[src/inc/tcc_pkg.sv]
package tcc_pkg;
  localparam int NCH = 4;
  localparam logic [9:0] BASE_BLK = 10'h200;
  localparam logic [9:0] BASE_NBLK = 10'h300;
  localparam logic [7:0] IDX_DIR = 8'hC0;
  localparam logic [7:0] IDX_FORCE = 8'hC1;
  localparam logic [7:0] IDX_CNT = 8'hC4;
  localparam logic [7:0] IDX_CTL1 = 8'hC6;
  localparam logic [7:0] IDX_TOV = 8'hC7;
  localparam logic [7:0] IDX_ACT = 8'hC8;
  localparam logic [7:0] IDX_EDGE = 8'hC9;
  localparam logic [7:0] IDX_IE = 8'hCA;
  localparam logic [7:0] IDX_CTL2 = 8'hCB;
  localparam logic [7:0] IDX_CHF = 8'hCC;
  localparam logic [7:0] IDX_OVF = 8'hCD;
  localparam logic [7:0] IDX_VAL0 = 8'hD0;
  localparam logic [7:0] IDX_PULSE_ACCUMULATOR_COUNT = 8'hD4;
  localparam logic [7:0] IDX_PAF = 8'hD5;
  localparam logic [7:0] IDX_PACTL = 8'hD6;
  localparam int CTL1_EN = 7;
  localparam int CTL1_FFCA = 4;
  localparam int CTL2_TOI = 7;
  localparam int OVF_TOF = 7;
  localparam int PAF_OVF = 1;
  localparam int PAF_IN = 0;
  localparam logic [7:0] RST_BYTE = 8'h00;
  localparam logic [15:0] RST_WORD = 16'h0000;
  localparam logic [15:0] CNT_MAX = 16'hFFFF;
  localparam int SYNC_STAGES = 2;
endpackage : tcc_pkg

[src/inc/tcc_cnt_if.sv]
`timescale 1ns/1ps
interface tcc_cnt_if;
  logic en;
  logic [2:0] pr;
  logic tick;
  logic wrap;
  logic [15:0] cnt;
  modport core (input en, input pr, output tick, output wrap, output cnt);
  modport user (output en, output pr, input tick, input wrap, input cnt);
endinterface : tcc_cnt_if

[src/hdl/tcc_counter.sv]
`timescale 1ns/1ps
module tcc_counter
(
  input wire logic core_clk_in,
  input wire logic reset_in,
  tcc_cnt_if.core cif
);
  import tcc_pkg::*;
  typedef struct packed {
    logic [6:0] div;
    logic [15:0] cnt;
  } tcc_cstate_t;
  tcc_cstate_t s_r;
  tcc_cstate_t s_nxt;
  logic [6:0] mask;

  // Divide by 2**pr: tick when the low pr bits of div are all ones
  assign mask = 7'((8'h01 << cif.pr) - 8'h01);
  assign cif.tick = cif.en && ((s_r.div & mask) == mask);
  assign cif.wrap = cif.tick && (s_r.cnt == CNT_MAX);
  assign cif.cnt = s_r.cnt;

  always_comb
  begin
    s_nxt = s_r;
    if (!cif.en)
    begin
      // Stopped divider clears so a restart begins a full period
      s_nxt.div = '0;
    end
    else
    begin
      s_nxt.div = s_r.div + 7'h01;
    end
    if (cif.tick)
    begin
      s_nxt.cnt = s_r.cnt + 16'h0001;
    end
  end

  always_ff @(posedge core_clk_in or posedge reset_in)
  begin
    if (reset_in)
    begin
      s_r <= '0;
    end
    else
    begin
      s_r <= s_nxt;
    end
  end
endmodule : tcc_counter

[src/hdl/tcc_timer.sv]
// Added by the designer: the APB register port.
`timescale 1ns/1ps
module tcc_timer
(
  input wire logic core_clk_in,
  input wire logic reset_in,
  input wire logic psel_in,
  input wire logic penable_in,
  input wire logic pwrite_in,
  input wire logic [11:0] paddr_in,
  input wire logic [31:0] pwdata_in,
  output logic [31:0] prdata_out,
  output logic pready_out,
  output logic pslverr_out,
  input wire logic [tcc_pkg::NCH-1:0] cap_in,
  input wire logic pa_in,
  output logic [tcc_pkg::NCH-1:0] oc_out,
  output logic irq_out
);
  import tcc_pkg::*;
  typedef struct packed {
    logic [3:0] ios;
    logic en;
    logic ffca;
    logic [3:0] tov;
    logic [7:0] act;
    logic [7:0] edg;
    logic [3:0] ie;
    logic toi;
    logic [2:0] pr;
    logic [3:0] chf;
    logic counter_wrap_flag;
    logic [3:0][15:0] val;
    logic [15:0] pulse_accumulator_count;
    logic [1:0] paf;
    logic [1:0] pactl;
    logic [3:0] oc;
    logic [4:0] sy1;
    logic [4:0] sy2;
    logic [4:0] sy3;
    logic [31:0] prdata;
  } tcc_state_t;
  tcc_state_t s_r;
  tcc_state_t s_nxt;
  tcc_cnt_if cif ();
  logic [9:0] gaddr;
  logic [7:0] idx;
  logic hit;
  logic mapped;
  logic acc;
  logic wr_acc;
  logic rd_acc;
  logic val_sel;
  logic [31:0] rd_val;
  logic [4:0] rise;
  logic [4:0] fall;
  logic [3:0] cap;
  logic [3:0] match;
  logic [3:0] force_ev;
  logic [3:0] chf_clr;
  logic tof_clr;
  logic [1:0] paf_clr;
  logic pa_ev;
  logic pa_wrap;

  tcc_counter u_counter
  (
    .core_clk_in(core_clk_in),
    .reset_in(reset_in),
    .cif(cif)
  );
  assign cif.en = s_r.en;
  assign cif.pr = s_r.pr;

  // Global address is paddr word index; both aliases behave alike
  assign gaddr = paddr_in[11:2];
  assign hit = (gaddr[9:8] == BASE_BLK[9:8])
            || (gaddr[9:8] == BASE_NBLK[9:8]);
  assign idx = gaddr[7:0];
  assign val_sel = (idx[7:2] == IDX_VAL0[7:2]);
  assign acc = psel_in && penable_in;
  assign wr_acc = acc && pwrite_in && mapped;
  assign rd_acc = acc && !pwrite_in && mapped;

  always_comb
  begin
    rd_val = '0;
    mapped = hit;
    if (!hit)
    begin
      mapped = 1'b0;
    end
    else if (idx == IDX_DIR)
    begin
      rd_val[3:0] = s_r.ios;
    end
    else if (idx == IDX_FORCE)
    begin
      rd_val = '0;
    end
    else if (idx == IDX_CNT)
    begin
      rd_val[15:0] = cif.cnt;
    end
    else if (idx == IDX_CTL1)
    begin
      rd_val[CTL1_EN] = s_r.en;
      rd_val[CTL1_FFCA] = s_r.ffca;
    end
    else if (idx == IDX_TOV)
    begin
      rd_val[3:0] = s_r.tov;
    end
    else if (idx == IDX_ACT)
    begin
      rd_val[7:0] = s_r.act;
    end
    else if (idx == IDX_EDGE)
    begin
      rd_val[7:0] = s_r.edg;
    end
    else if (idx == IDX_IE)
    begin
      rd_val[3:0] = s_r.ie;
    end
    else if (idx == IDX_CTL2)
    begin
      rd_val[CTL2_TOI] = s_r.toi;
      rd_val[2:0] = s_r.pr;
    end
    else if (idx == IDX_CHF)
    begin
      rd_val[3:0] = s_r.chf;
    end
    else if (idx == IDX_OVF)
    begin
      rd_val[OVF_TOF] = s_r.counter_wrap_flag;
    end
    else if (val_sel)
    begin
      rd_val[15:0] = s_r.val[idx[1:0]];
    end
    else if (idx == IDX_PULSE_ACCUMULATOR_COUNT)
    begin
      rd_val[15:0] = s_r.pulse_accumulator_count;
    end
    else if (idx == IDX_PAF)
    begin
      rd_val[1:0] = s_r.paf;
    end
    else if (idx == IDX_PACTL)
    begin
      rd_val[1:0] = s_r.pactl;
    end
    else
    begin
      mapped = 1'b0;
    end
  end

  // Edge detect compares the second and third stages; a pulse must span 1 clock edge
  assign rise = s_r.sy2 & ~s_r.sy3;
  assign fall = ~s_r.sy2 & s_r.sy3;
  assign pa_ev = s_r.en && rise[4];
  assign pa_wrap = pa_ev && (s_r.pulse_accumulator_count == CNT_MAX);

  genvar gi;
  generate
    for (gi = 0; gi < NCH; gi++)
    begin : g_ch
      assign cap[gi] = s_r.en && !s_r.ios[gi]
        && ((s_r.edg[2*gi] && rise[gi])
        || (s_r.edg[2*gi+1] && fall[gi]));
      assign match[gi] = cif.tick && s_r.ios[gi]
        && (cif.cnt == s_r.val[gi]);
      assign force_ev[gi] = wr_acc && (idx == IDX_FORCE)
        && pwdata_in[gi] && s_r.ios[gi];
      // Clearing by a CHF read takes only bits the reader saw; with ffca a VAL read of a capture channel or write of a compare channel clears its flag unseen
      assign chf_clr[gi] = (rd_acc && idx == IDX_CHF && s_r.prdata[gi])
        || (s_r.ffca && val_sel && idx[1:0] == 2'(gi)
        && ((rd_acc && !s_r.ios[gi])
        || (wr_acc && s_r.ios[gi])));
    end
  endgenerate

  assign tof_clr = (rd_acc && idx == IDX_OVF && s_r.prdata[OVF_TOF])
    || (s_r.ffca && acc && hit && idx == IDX_CNT);
  assign paf_clr = (rd_acc && idx == IDX_PAF) ? s_r.prdata[1:0] : 2'b00;

  always_comb
  begin
    s_nxt = s_r;
    s_nxt.sy1 = {pa_in, cap_in};
    s_nxt.sy2 = s_r.sy1;
    s_nxt.sy3 = s_r.sy2;
    if (psel_in && !penable_in)
    begin
      s_nxt.prdata = rd_val;
    end
    if (wr_acc)
    begin
      if (idx == IDX_DIR)
      begin
        s_nxt.ios = pwdata_in[3:0];
      end
      else if (idx == IDX_CTL1)
      begin
        s_nxt.en = pwdata_in[CTL1_EN];
        s_nxt.ffca = pwdata_in[CTL1_FFCA];
      end
      else if (idx == IDX_TOV)
      begin
        s_nxt.tov = pwdata_in[3:0];
      end
      else if (idx == IDX_ACT)
      begin
        s_nxt.act = pwdata_in[7:0];
      end
      else if (idx == IDX_EDGE)
      begin
        s_nxt.edg = pwdata_in[7:0];
      end
      else if (idx == IDX_IE)
      begin
        s_nxt.ie = pwdata_in[3:0];
      end
      else if (idx == IDX_CTL2)
      begin
        s_nxt.toi = pwdata_in[CTL2_TOI];
        s_nxt.pr = pwdata_in[2:0];
      end
      else if (val_sel)
      begin
        s_nxt.val[idx[1:0]] = pwdata_in[15:0];
      end
      else if (idx == IDX_PULSE_ACCUMULATOR_COUNT)
      begin
        s_nxt.pulse_accumulator_count = pwdata_in[15:0];
      end
      else if (idx == IDX_PACTL)
      begin
        s_nxt.pactl = pwdata_in[1:0];
      end
    end
    for (int i = 0; i < NCH; i++)
    begin
      if (cap[i])
      begin
        s_nxt.val[i] = cif.cnt;
      end
      if (cif.wrap && s_r.tov[i] && s_r.ios[i])
      begin
        s_nxt.oc[i] = ~s_r.oc[i];
      end
      else if (match[i] || force_ev[i])
      begin
        case (s_r.act[2*i +: 2])
          2'b01: s_nxt.oc[i] = ~s_r.oc[i];
          2'b10: s_nxt.oc[i] = 1'b0;
          2'b11: s_nxt.oc[i] = 1'b1;
          default: s_nxt.oc[i] = s_r.oc[i];
        endcase
      end
    end
    // Set beats clear so an event in the clearing cycle survives
    s_nxt.chf = (s_r.chf & ~chf_clr) | cap | match;
    s_nxt.counter_wrap_flag = (s_r.counter_wrap_flag & ~tof_clr) | cif.wrap;
    if (s_r.ffca && acc && hit && idx == IDX_PULSE_ACCUMULATOR_COUNT)
    begin
      s_nxt.paf = 2'b00;
    end
    else
    begin
      s_nxt.paf = s_r.paf & ~paf_clr;
    end
    s_nxt.paf = s_nxt.paf | {pa_wrap, pa_ev};
    if (pa_ev)
    begin
      s_nxt.pulse_accumulator_count = s_r.pulse_accumulator_count + 16'h0001;
    end
  end

  always_ff @(posedge core_clk_in or posedge reset_in)
  begin
    if (reset_in)
    begin
      s_r <= '0;
    end
    else
    begin
      s_r <= s_nxt;
    end
  end

  assign prdata_out = s_r.prdata;
  assign pready_out = 1'b1;
  assign pslverr_out = acc && !mapped;
  assign oc_out = s_r.oc;
  assign irq_out = |(s_r.chf & s_r.ie) || (s_r.counter_wrap_flag && s_r.toi)
    || |(s_r.paf & s_r.pactl);
endmodule : tcc_timer

[config.mk]
export PLATFORM = sky130hd
export DESIGN_NAME = tcc_timer
export DESIGN_NICKNAME = d
export VERILOG_FILES = /design/src/inc/tcc_pkg.sv /design/src/inc/tcc_cnt_if.sv /design/src/hdl/tcc_counter.sv /design/src/hdl/tcc_timer.sv
export SDC_FILE = /design/constraint.sdc
export NUM_CORES = 1
export LEC_CHECK = 0
export ABC_AREA = 1
export BUFFER_PORTS_ARGS = -buffer_cell sky130_fd_sc_hd__buf_4
export CAP_MARGIN = 20
export CORE_AREA = 5 5 193 139
export CTS_BUF_LIST = sky130_fd_sc_hd__clkbuf_8
export CTS_CLUSTER_DIAMETER = 200
export DETAILED_ROUTE_END_ITERATION = 8
export DIE_AREA = 0 0 198 144
export PLACE_DENSITY = 0.77
export SYNTH_ARGS = -nofsm -noshare
export SYNTH_HDL_FRONTEND = slang
export SYNTH_SLANG_ARGS = --single-unit
[constraint.sdc]
create_clock -name core_clk_in -period 5.9 [get_ports core_clk_in]
set_clock_uncertainty 0.05 [all_clocks]
set_input_delay 0.885 -clock core_clk_in [delete_from_list [all_inputs] [get_ports core_clk_in]]
set_output_delay 0.885 -clock core_clk_in [all_outputs]
set_load 0.02 [all_outputs]
==> results of run 1 <==
[sequential cells by signal (all words and copies together) (netlist names)]
signal and cells:
s_nxt 10, prdata_out 16, cif.en 1, cif.pr 3
u_counter.s_r 7, oc_out 4, s_r 124, u_counter.cif.cnt 16
[stage by stage]
step | instances | power, µW
floorplan | 1476 | 1390
global placement | 1774 | 1450
detailed placement | 1774 | 1450
CTS | 1806 | 2290
global route | 1807 | 2350
finish | 1807 | 2280
[power breakdown]
group	switching (µW)	total [µW]	leakage, µW	internal, µW
Clock	489	856	0.000202	368
Combinational	124	168	0.00324	44.2
Sequential	8.58	1260	0.00222	1250
[layout make-up]
type / instances / area, µm²
clock inverters: 12 / 104
multi-input cells: 1048 / 5390
inverters: 150 / 571
well taps: 331 / 414
repair buffers: 65 / 485
fillers: 2494 / 13200
clock buffers: 20 / 275
flip-flops and latches: 181 / 4530
[routing by layer]
layer  vias up  wire length [µm]  global-route usage
met5         -                 0                   0
met4         0               663              0.0587
met3        64              5300               0.102
met2       615             14600               0.348
met1      4976             15900               0.374
li1       4838                 -                   -
[worst max-delay path: stages]
cell and delay, ns:
buf_4 0.13, inv_2 0.09, nand2_1 0.65, nor2_1 0.17, nand2_1 0.12, nand2_1 0.05, nor2_1 0.18, nand2_2 0.11
nor2_4 0.20, inv_1 0.08, a21oi_1 0.14, buf_4 0.16
[synthesized netlist by cell type (2+ instances only)]
cell,instances
nand2_1,341
dfrtp_1,181
inv_1,134
o21ai_0,130
nor2_1,115
nand3_1,92
a21oi_1,66
buf_4,42
clkbuf_1,42
xor2_1,42
nand4_1,34
o21ai_1,27
o22ai_1,24
nor3_1,23
o221ai_1,23
nor4_1,18
xnor2_1,12
o211ai_1,11
or2_2,10
buf_2,9
inv_2,9
a22oi_1,8
ha_1,8
nand2_2,8
clkinv_1,7
nand3b_1,7
o2111ai_1,5
nand3_4,4
nor2_4,4
a2111o_1,3
buf_1,3
mux2i_1,3
nand2_4,3
a221oi_1,2
a22o_1,2
conb_1,2
[cells by family (layout without fill, tap and decap cells)]
logic type | after synthesis | count (layout) | share of synthesized area
XOR/XNOR | 54 | 54 | 0.0432
AO/OA/AOI/OAI | 304 | 304 | 0.159
buffers and inverters | 247 | 247 | 0.101
multiplexers | 3 | 3 | 0.00274
AND/OR/NAND/NOR | 662 | 662 | 0.271
flip-flops | 181 | 181 | 0.414
other | 2 | 17 | 0.000686
adder cells (fa/ha/maj) | 8 | 8 | 0.00914
[worst min-delay path by stage]
| stage | startpoint | endpoint | slack (ns) | cells after the start |
|---|---|---|---|---|
| 6_report | s_nxt[39] | s_nxt[34] | 0.30 | 0 |
| 5_1_grt | s_nxt[40] | s_nxt[35] | 0.32 | 0 |
| 4_1_cts | s_nxt[39] | s_nxt[34] | 0.31 | 0 |
| 3_5_place_dp | s_nxt[39] | s_nxt[34] | 0.28 | 0 |
| 3_3_place_gp | s_nxt[41] | s_nxt[36] | 0.28 | 0 |
| 2_1_floorplan | s_nxt[37] | s_nxt[32] | 0.28 | 0 |
==> metrics.txt, run 1 <==
crit end category=primary output; hold_buf cts=0; post-synth top area cell=dfrtp_1; CTS tree=done; Syn Area/Cell=around 7.5 µm²; Lkg Pwr=0.00566 µW; DR DRC count=0; pwr/cell area=slightly below 200 nW/µm²; Worst-Skew Late Latency=0.50 ns; Min Clock Period, post-route=approximately 4 ns; first-pass GRT wire length=about 55 mm; Final HPWL DP=around 26 mm; Max Cap Viol=0; Final Worst Setup Slack=about 2.0 ns; most frequent cells in the layout=nand2_1, dfrtp_1, inv_1; CP Data Arrival Time=2.96 ns; Hold Fails Final Rpt=0; utilization after layout=0.470; First-pass DRT Iterations=8; Via density=around 5.8; register area share after synthesis=0.414; clock root cell=clkbuf_8; critical path endpoint=pslverr_out; Post-CTS Resized=0; dpl ws=~2.0 ns; Setup Fix Bufs, Post-CTS=0; Clock Sinks=approximately 180; total gr overflow=0; CP max FO=14; worst hold slack=between 0.3 and 0.4 ns; fmax=~0.26 GHz; largest cells by area after synthesis=dfrtp_1, nand2_1, o21ai_0, inv_1, nand3_1; die area=roughly 29000 µm²; Area Overhead vs Synth=7.44%; remaining antenna violation count=0; H-Tree Depth=4; worst r2r dst=u_counter.cif.cnt[12]; Mapped Area=between 10000 and 15000 µm²; Clock Path Buffers=2; run status=completed; unrepaired setup endpoints after global routing=false; reg2reg start=cif.pr[2]; CTS buffer count=17; layout cells sized above 1=0.0949; number of synthesized register bits=about 180; vias=between 10000 and 15000; Max VDD drop=0.134 mV; clock-pin slew on the worst setup and hold paths=roughly 0.09 ns; drt initial violations=approximately 1500; GPL Wtd Cong=around 1; Synth top area share=0.414; commonest non-fill, non-tap cell in the layout=nand2_1; Syn. warnings=0; ant diodes=0; startpoint types=input port; Nets=~1500; largest net degree at the start of global routing=roughly 130; number of synthesized flops with an enable pin=0; initial antenna violation count=0; Final setup viols=0; Worst Reg-to-Reg Cells=13; Cells after Synth=between 1000 and 1500; worst-margin pin slew=between 1 and 1.5 ns; Total Wirelength=36.4 mm; Tcrit/Tclk final=0.661; Die W=slightly below 200 µm; Synth cell types=43; Wirelength per Cell=approximately 20 µm; global-route usage over all layers=0.254; design area=11800 µm²; core area=25000 µm²; Rows=49; reg2reg setup slack=a little over 3 ns; DP Area=~11000 µm²; slew margin rel.=0.172; initial core utilization=0.438; number of global-route vias before repair=9328; WP data required=a little under 5 ns; Hold WC Path Type=flip-flop to flip-flop; Die Ht=144 µm; asr flop ratio synth=1.00; Port Buf Inserts=56; Top Ports=93; Slew Limit Fails=0; TNS Setup=0 ns; top_reg_cell synth=dfrtp_1; crit path from=paddr_in[2]; WS Path Type=input port to primary output
Note: power is estimated with default switching activity, not from simulation.
==> run 2: changes to the inputs <==
- PLACE_DENSITY: 0.77 -> 0.74
- clock period: 5.9 -> 4.1 ns (I/O delays scaled with it)
==> metrics.txt, run 2 (synthesized netlist as in run 1, its figures left out) <==
run status=completed; Slew Limit Fails=0 (unchanged); WP data required=3.43 ns (-1.54 ns); Clock Sinks=181 (unchanged); TNS Setup=0 ns (unchanged); remaining antenna violation count=0 (unchanged); First-pass DRT Iterations=5 (-3); delay of the slowest critical-path stage=0.30 ns (-0.35 ns); clock-pin slew on the worst setup and hold paths=0.10 ns (about the same); layout cells sized above 1=0.100 (+0.00535); Die Ht=144 µm (unchanged); slew margin rel.=0.273 (+0.101); Post-CTS Resized=0 (unchanged); worst hold slack=0.0387 ns (-0.266 ns); Area Overhead vs Synth=8.26%; Total Wirelength=36.4 mm (about the same); commonest non-fill, non-tap cell in the layout=nand2_1; Top Ports=93 (unchanged); clock root cell=clkbuf_8; switching part of the total=0.275 (+0.00284); number of flip-flops in the largest register=124 (unchanged); CTS buffer count=17 (unchanged); Port Buf Inserts=56 (unchanged); most frequent cells in the layout=nand2_1, dfrtp_1, inv_1; Max VDD drop=0.187 mV (+40%); dpl ws=0.783 ns (-1.21 ns); number of global-route vias before repair=9456 (+1.4%); P_int=2390 µW (+44%); Die W=198 µm (unchanged); core area=25000 µm² (unchanged); vias=10400 (-0.92%); Via density=5.72 (-1.5%); CTS tree=done; H-Tree Depth=4 (unchanged); CP max FO=15 (+1); CP max stage cell=nand2_2; largest net degree at the start of global routing=95 (-26%); Clock Power Share=0.375 (about the same); total gr overflow=0 (unchanged); largest reg by FF count=s_r; Lkg Pwr=0.00571 µW (+0.88%); Worst Reg-to-Reg Cells=5 (-8); most used cell, CP=nand2_2; Final Worst Setup Slack=0.954 ns (-1.05 ns); Max Cap Viol=0 (unchanged); Worst-Skew Late Latency=0.50 ns (about the same); DR DRC count=0 (unchanged); power consumption=3300 µW (+44%); initial core utilization=0.438 (unchanged); Hold WC Path Type=input port to async pin; cell chain of the critical path=buf_4 -> inv_2 -> nand2_2 -> nor2_2 -> nand2_2 -> nand2_1 -> nor2_1 -> nand2_2 -> nor2_4 -> inv_1 -> a21oi_1 -> buf_4; Wirelength per Cell=20.0 µm (-0.61%); utilization after layout=0.474 (+0.00360); reg2reg start=s_r[172]; Rows=49 (unchanged); first-pass GRT wire length=56.0 mm (+1.8%); Layout fillers=2439 (-2.2%); unrepaired setup endpoints after global routing=false; die area=28500 µm² (unchanged); Final setup viols=0 (unchanged); Min Clock Period, post-route=roughly 3.1 ns; worst-margin pin slew=1.09 ns (-0.148 ns); NetSw=906 µW (+46%); Tcrit/Tclk final=0.767; pwr/cell area=278 nW/µm² (+43%); fmax=0.318 GHz; crit end category=primary output; drt initial violations=1304 (-11%); global-route usage over all layers=0.258 (+0.00481); Nets=1536 (+0.72%); reg2reg setup slack=1.32 ns (-1.79 ns); WS Path Type=input port to primary output; Setup Fix Bufs, Post-CTS=0 (unchanged); Clock Path Buffers=2 (unchanged); worst r2r dst=s_r[109]; ant diodes=0 (unchanged); CP Data Arrival Time=2.48 ns (-0.48 ns); hold_buf cts=0 (unchanged); Final HPWL DP=26.8 mm (+2.0%); sequential share of power=0.550 (about the same); Hold Fails Final Rpt=0 (unchanged); startpoint types=input port; Comb pwr share=0.076 (+0.002); Storage cell area=4530 µm² (unchanged); GPL Wtd Cong=1.00 (+1.7%); initial antenna violation count=0 (unchanged); footprint of the multi-input gates=5380 µm² (-0.14%)
==> run 2: cell types whose count changed in the layout (fill, tap and decap cells not counted), sizes merged <==
cell      previous run  this run
inv                148       150
buf                 65        76
clkinvlp             1         3
clkinv              12         9
clkbuf              20        19
==> run 2: cell type report <==
| class | count | area share |
|---|---|---|
| multi-input combinational | 1048 | 0.454 |
| sequential | 181 | 0.382 |
| clock buffer | 19 | 0.0221 |
| inverter | 150 | 0.0478 |
| timing repair buffer | 76 | 0.0492 |
| tap | 331 | 0.0349 |
| clock inverter | 13 | 0.0102 |
==> run 2: how the worst max path moves through the flow <==
stage	from	to	cells past startpoint
global placement	paddr_in[2]	s_r[71]	15
detailed placement	paddr_in[2]	s_r[96]	15
CTS	paddr_in[2]	pslverr_out	12
floorplan	reset_in	cif.en	1
finish	paddr_in[2]	pslverr_out	12
global route	paddr_in[3]	pslverr_out	12
==> run 2: critical path, delay by kind of cell <==
kind | cells | cell delay [ns]
simple gates | 7 | 1.27
buf+inv | 4 | 0.47
compound gates | 1 | 0.13
==> run 2: power groups by stage <==
stage | Combinational [µW] | Sequential (µW) | Clock (µW)
floorplan | 155 | 1840 | 0
global placement | 243 | 1840 | 0
detailed placement | 246 | 1850 | 0
CTS | 247 | 1810 | 1250
global route | 273 | 1810 | 1340
finish | 249 | 1810 | 1240
==> run 2: routing by layer <==
| metal | up-vias | share of wire | global-route usage |
|---|---|---|---|
| met5 | - | 0 | 0 |
| met4 | 0 | 0.016 | 0.0580 |
| met3 | 47 | 0.14 | 0.103 |
| met2 | 562 | 0.40 | 0.352 |
| met1 | 4937 | 0.44 | 0.384 |
| li1 | 4850 | - | - |
==> run 2: metrics by stage <==
step                      instance area (µm²)  instances
final                                   11900       1818
after global routing                    11900       1818
after CTS                               11900       1818
after detailed placement                11500       1786
after global placement                  11500       1786
after floorplan                         11000       1476
==> run 3: changes to the inputs <==
- ABC_AREA: 1 -> 0
- CORE_AREA: 5 5 193 139 -> 5 5 191 138
- DIE_AREA: 0 0 198 144 -> 0 0 196 143
- PLACE_DENSITY: 0.74 -> 0.77
- clock period: 4.1 -> 2.87 ns (I/O delays scaled with it)
==> metrics.txt, run 3 <==
run status=complete, but fails checks; failing checks=setup timing; CP Data Arrival Time=3.30 ns (+0.82 ns); die area=28000 µm² (-1.7%); Die W=196 µm (-1.0%); largest net degree at the start of global routing=67 (-29%); asr flop ratio synth=1.00 (unchanged); Syn. warnings=0 (unchanged); Total Wirelength=34.8 mm (-4.5%); Top Ports=93 (unchanged); layout cells sized above 1=0.201 (+0.101); commonest non-fill, non-tap cell in the layout=nand2_1; top cells by count, synth=nand2_1, dfrtp_1, nor2_1; Worst Reg-to-Reg Cells=10 (+5); Final Worst Setup Slack=-0.104 ns (-1.06 ns); utilization after layout=0.497 (+0.0229); Hold Fails Final Rpt=0 (unchanged); Max VDD drop=0.268 mV (+43%); Tcrit/Tclk final=1.04; Synth top area share=0.423 (+0.00903); worst hold slack=0.0141 ns (-0.0246 ns); number of synthesized register bits=181 (unchanged); Cells after Synth=1175 (-20%); CP max FO=7 (-8); Max Cap Viol=0 (unchanged); ant diodes=0 (unchanged); global-route usage over all layers=0.245 (-0.0135); largest reg by FF count=s_r; clock-pin slew on the worst setup and hold paths=0.09 ns (about the same); fmax=around 0.34 GHz; top_reg_cell synth=dfrtp_1; Clock Path Buffers=2 (unchanged); design area=12100 µm² (+1.7%); largest cells by area after synthesis=dfrtp_1, nand2_1, xnor2_1, a31oi_1, mux2_2; CTS buffer count=17 (unchanged); Rows=48 (-2.0%); NetSw=1220 µW (+34%); register area share after synthesis=0.423 (+0.00903); DR DRC count=0 (unchanged); H-Tree Depth=4 (unchanged); Hold WC Path Type=input port to flip-flop; initial core utilization=0.442 (+0.00390); dpl ws=0.0246 ns (-0.759 ns); post-synth top area cell=dfrtp_1; unrepaired setup endpoints after global routing=true; Min Clock Period, post-route=approximately 3.0 ns; Lkg Pwr=0.00536 µW (-6.1%); first-pass GRT wire length=53.0 mm (-5.4%); switching part of the total=0.256 (-0.0191); total gr overflow=0 (unchanged); GPL Wtd Cong=0.983 (-2.0%); Nets=1278 (-17%); Port Buf Inserts=56 (unchanged); critical path endpoint=oc_out[3]; vias=9481 (-8.8%); WS Path Type=flip-flop to flip-flop; First-pass DRT Iterations=8 (+3); Final HPWL DP=25.2 mm (-5.8%); most frequent cells in the layout=nand2_1, dfrtp_1, buf_4; Clock Power Share=0.389 (+0.014); power consumption=4750 µW (+44%); initial antenna violation count=0 (unchanged); Final setup viols=4 (+4); Area Overhead vs Synth=12.5%; Syn Area/Cell=9.12 µm² (+22%); startpoint types=flip-flop; Synth cell types=65 (+51%); Worst-Skew Late Latency=0.48 ns (-0.02 ns); Wirelength per Cell=22.4 µm (+12%); top-count cell post-synth=nand2_1; number of global-route vias before repair=8966 (-5.2%); clock root cell=clkbuf_8; Die Ht=143 µm (-0.69%); reg2reg start=cif.pr[2]; worst-margin pin slew=0.633 ns (-0.454 ns); CTS tree=done; slew margin rel.=0.577 (+0.304); P_int=3530 µW (+48%); Mapped Area=10700 µm² (-2.1%); core area=24300 µm² (-3.0%); Slew Limit Fails=0 (unchanged); Via density=6.10 (+6.7%); Clock Sinks=181 (unchanged); remaining antenna violation count=0 (unchanged); DP Area=11400 µm² (-0.39%); reg2reg setup slack=-0.10 ns (-1.42 ns); drt initial violations=1402 (+7.5%); Comb pwr share=0.068 (-0.008); worst r2r dst=oc_out[3]; pwr/cell area=394 nW/µm² (+42%); number of flip-flops in the largest register=124 (unchanged); WP data required=3.19 ns (-0.24 ns); crit path from=cif.pr[2]; number of synthesized flops with an enable pin=0 (unchanged); crit end category=flip-flop; sequential share of power=0.543 (-0.007)
run 3: power groups by stage:
stage / combinational (µW) / clock, µW / sequential (µW)
after floorplan: 191 / 0 / 2620
after global placement: 308 / 0 / 2630
after detailed placement: 309 / 0 / 2630
after CTS: 314 / 1850 / 2580
after global routing: 344 / 1960 / 2580
final: 321 / 1850 / 2580
run 3: critical path, cell delays in order (launching register included):
cell and delay [ns]:
dfrtp_1 0.40, or3_1 0.38, ha_2 0.18, nor3b_1 0.13, or3_1 0.30, a221o_1 0.46
nor2_4 0.25, buf_6 0.15, a21oi_1 0.06, mux2_2 0.28, nor3_1 0.23
run 3: what timing repair did:
action                     4_1_cts  5_1_grt
buffers inserted                 1        5
hold buffers                     3        2
gates resized for setup          4       24
hold endpoints to repair        12        2
gates cloned                     0        1
setup endpoints to repair        2       10
pin swaps                        0        5
run 3: worst min path at each step:
stage	from	end	slack, ns	cells past startpoint
after floorplan	s_nxt[37]	s_nxt[32]	0.28	0
after global placement	s_nxt[38]	s_nxt[33]	0.29	0
after detailed placement	s_nxt[38]	s_nxt[33]	0.29	0
after CTS	cap_in[1]	s_nxt[38]	0.001	1
after global routing	cap_in[3]	s_nxt[40]	0.0002	1
final	cap_in[3]	s_nxt[40]	0.01	1
run 3: final cells by class:
cell class,count,area [µm²]
flip-flops and latches,181,4530
clock buffers,21,289
multi-input cells,875,5640
repair buffers,127,1010
clock inverters,11,124
inverters,14,56.3
well taps,325,407
fillers,2230,12200
run 3: layer usage:
metal / vias to the layer above / routed length, µm / global-route usage
li1: 4179 / - / -
met1: 4567 / 14300 / 0.359
met2: 675 / 14300 / 0.339
met3: 60 / 5620 / 0.0998
met4: 0 / 639 / 0.0573
met5: - / 0 / 0
run 3: through the flow:
step           TNS, ns  instances
6_report        -0.165       1554
3_5_place_dp         0       1510
5_1_grt         -0.918       1554
2_1_floorplan        0       1190
3_3_place_gp         0       1510
4_1_cts        -0.0189       1546
run 3: kinds of logic (layout without fill, tap and decap cells):
kind of cell    after synthesis  after routing  synth area share
compound gates              227            227             0.137
xor+xnor                     88             88            0.0719
fa+ha+maj                     8              8           0.00934
buf+inv                     134            173            0.0662
flops                       181            181             0.423
mux                          65             65            0.0842
other cells                   2             17          0.000701
simple gates                470            470             0.208
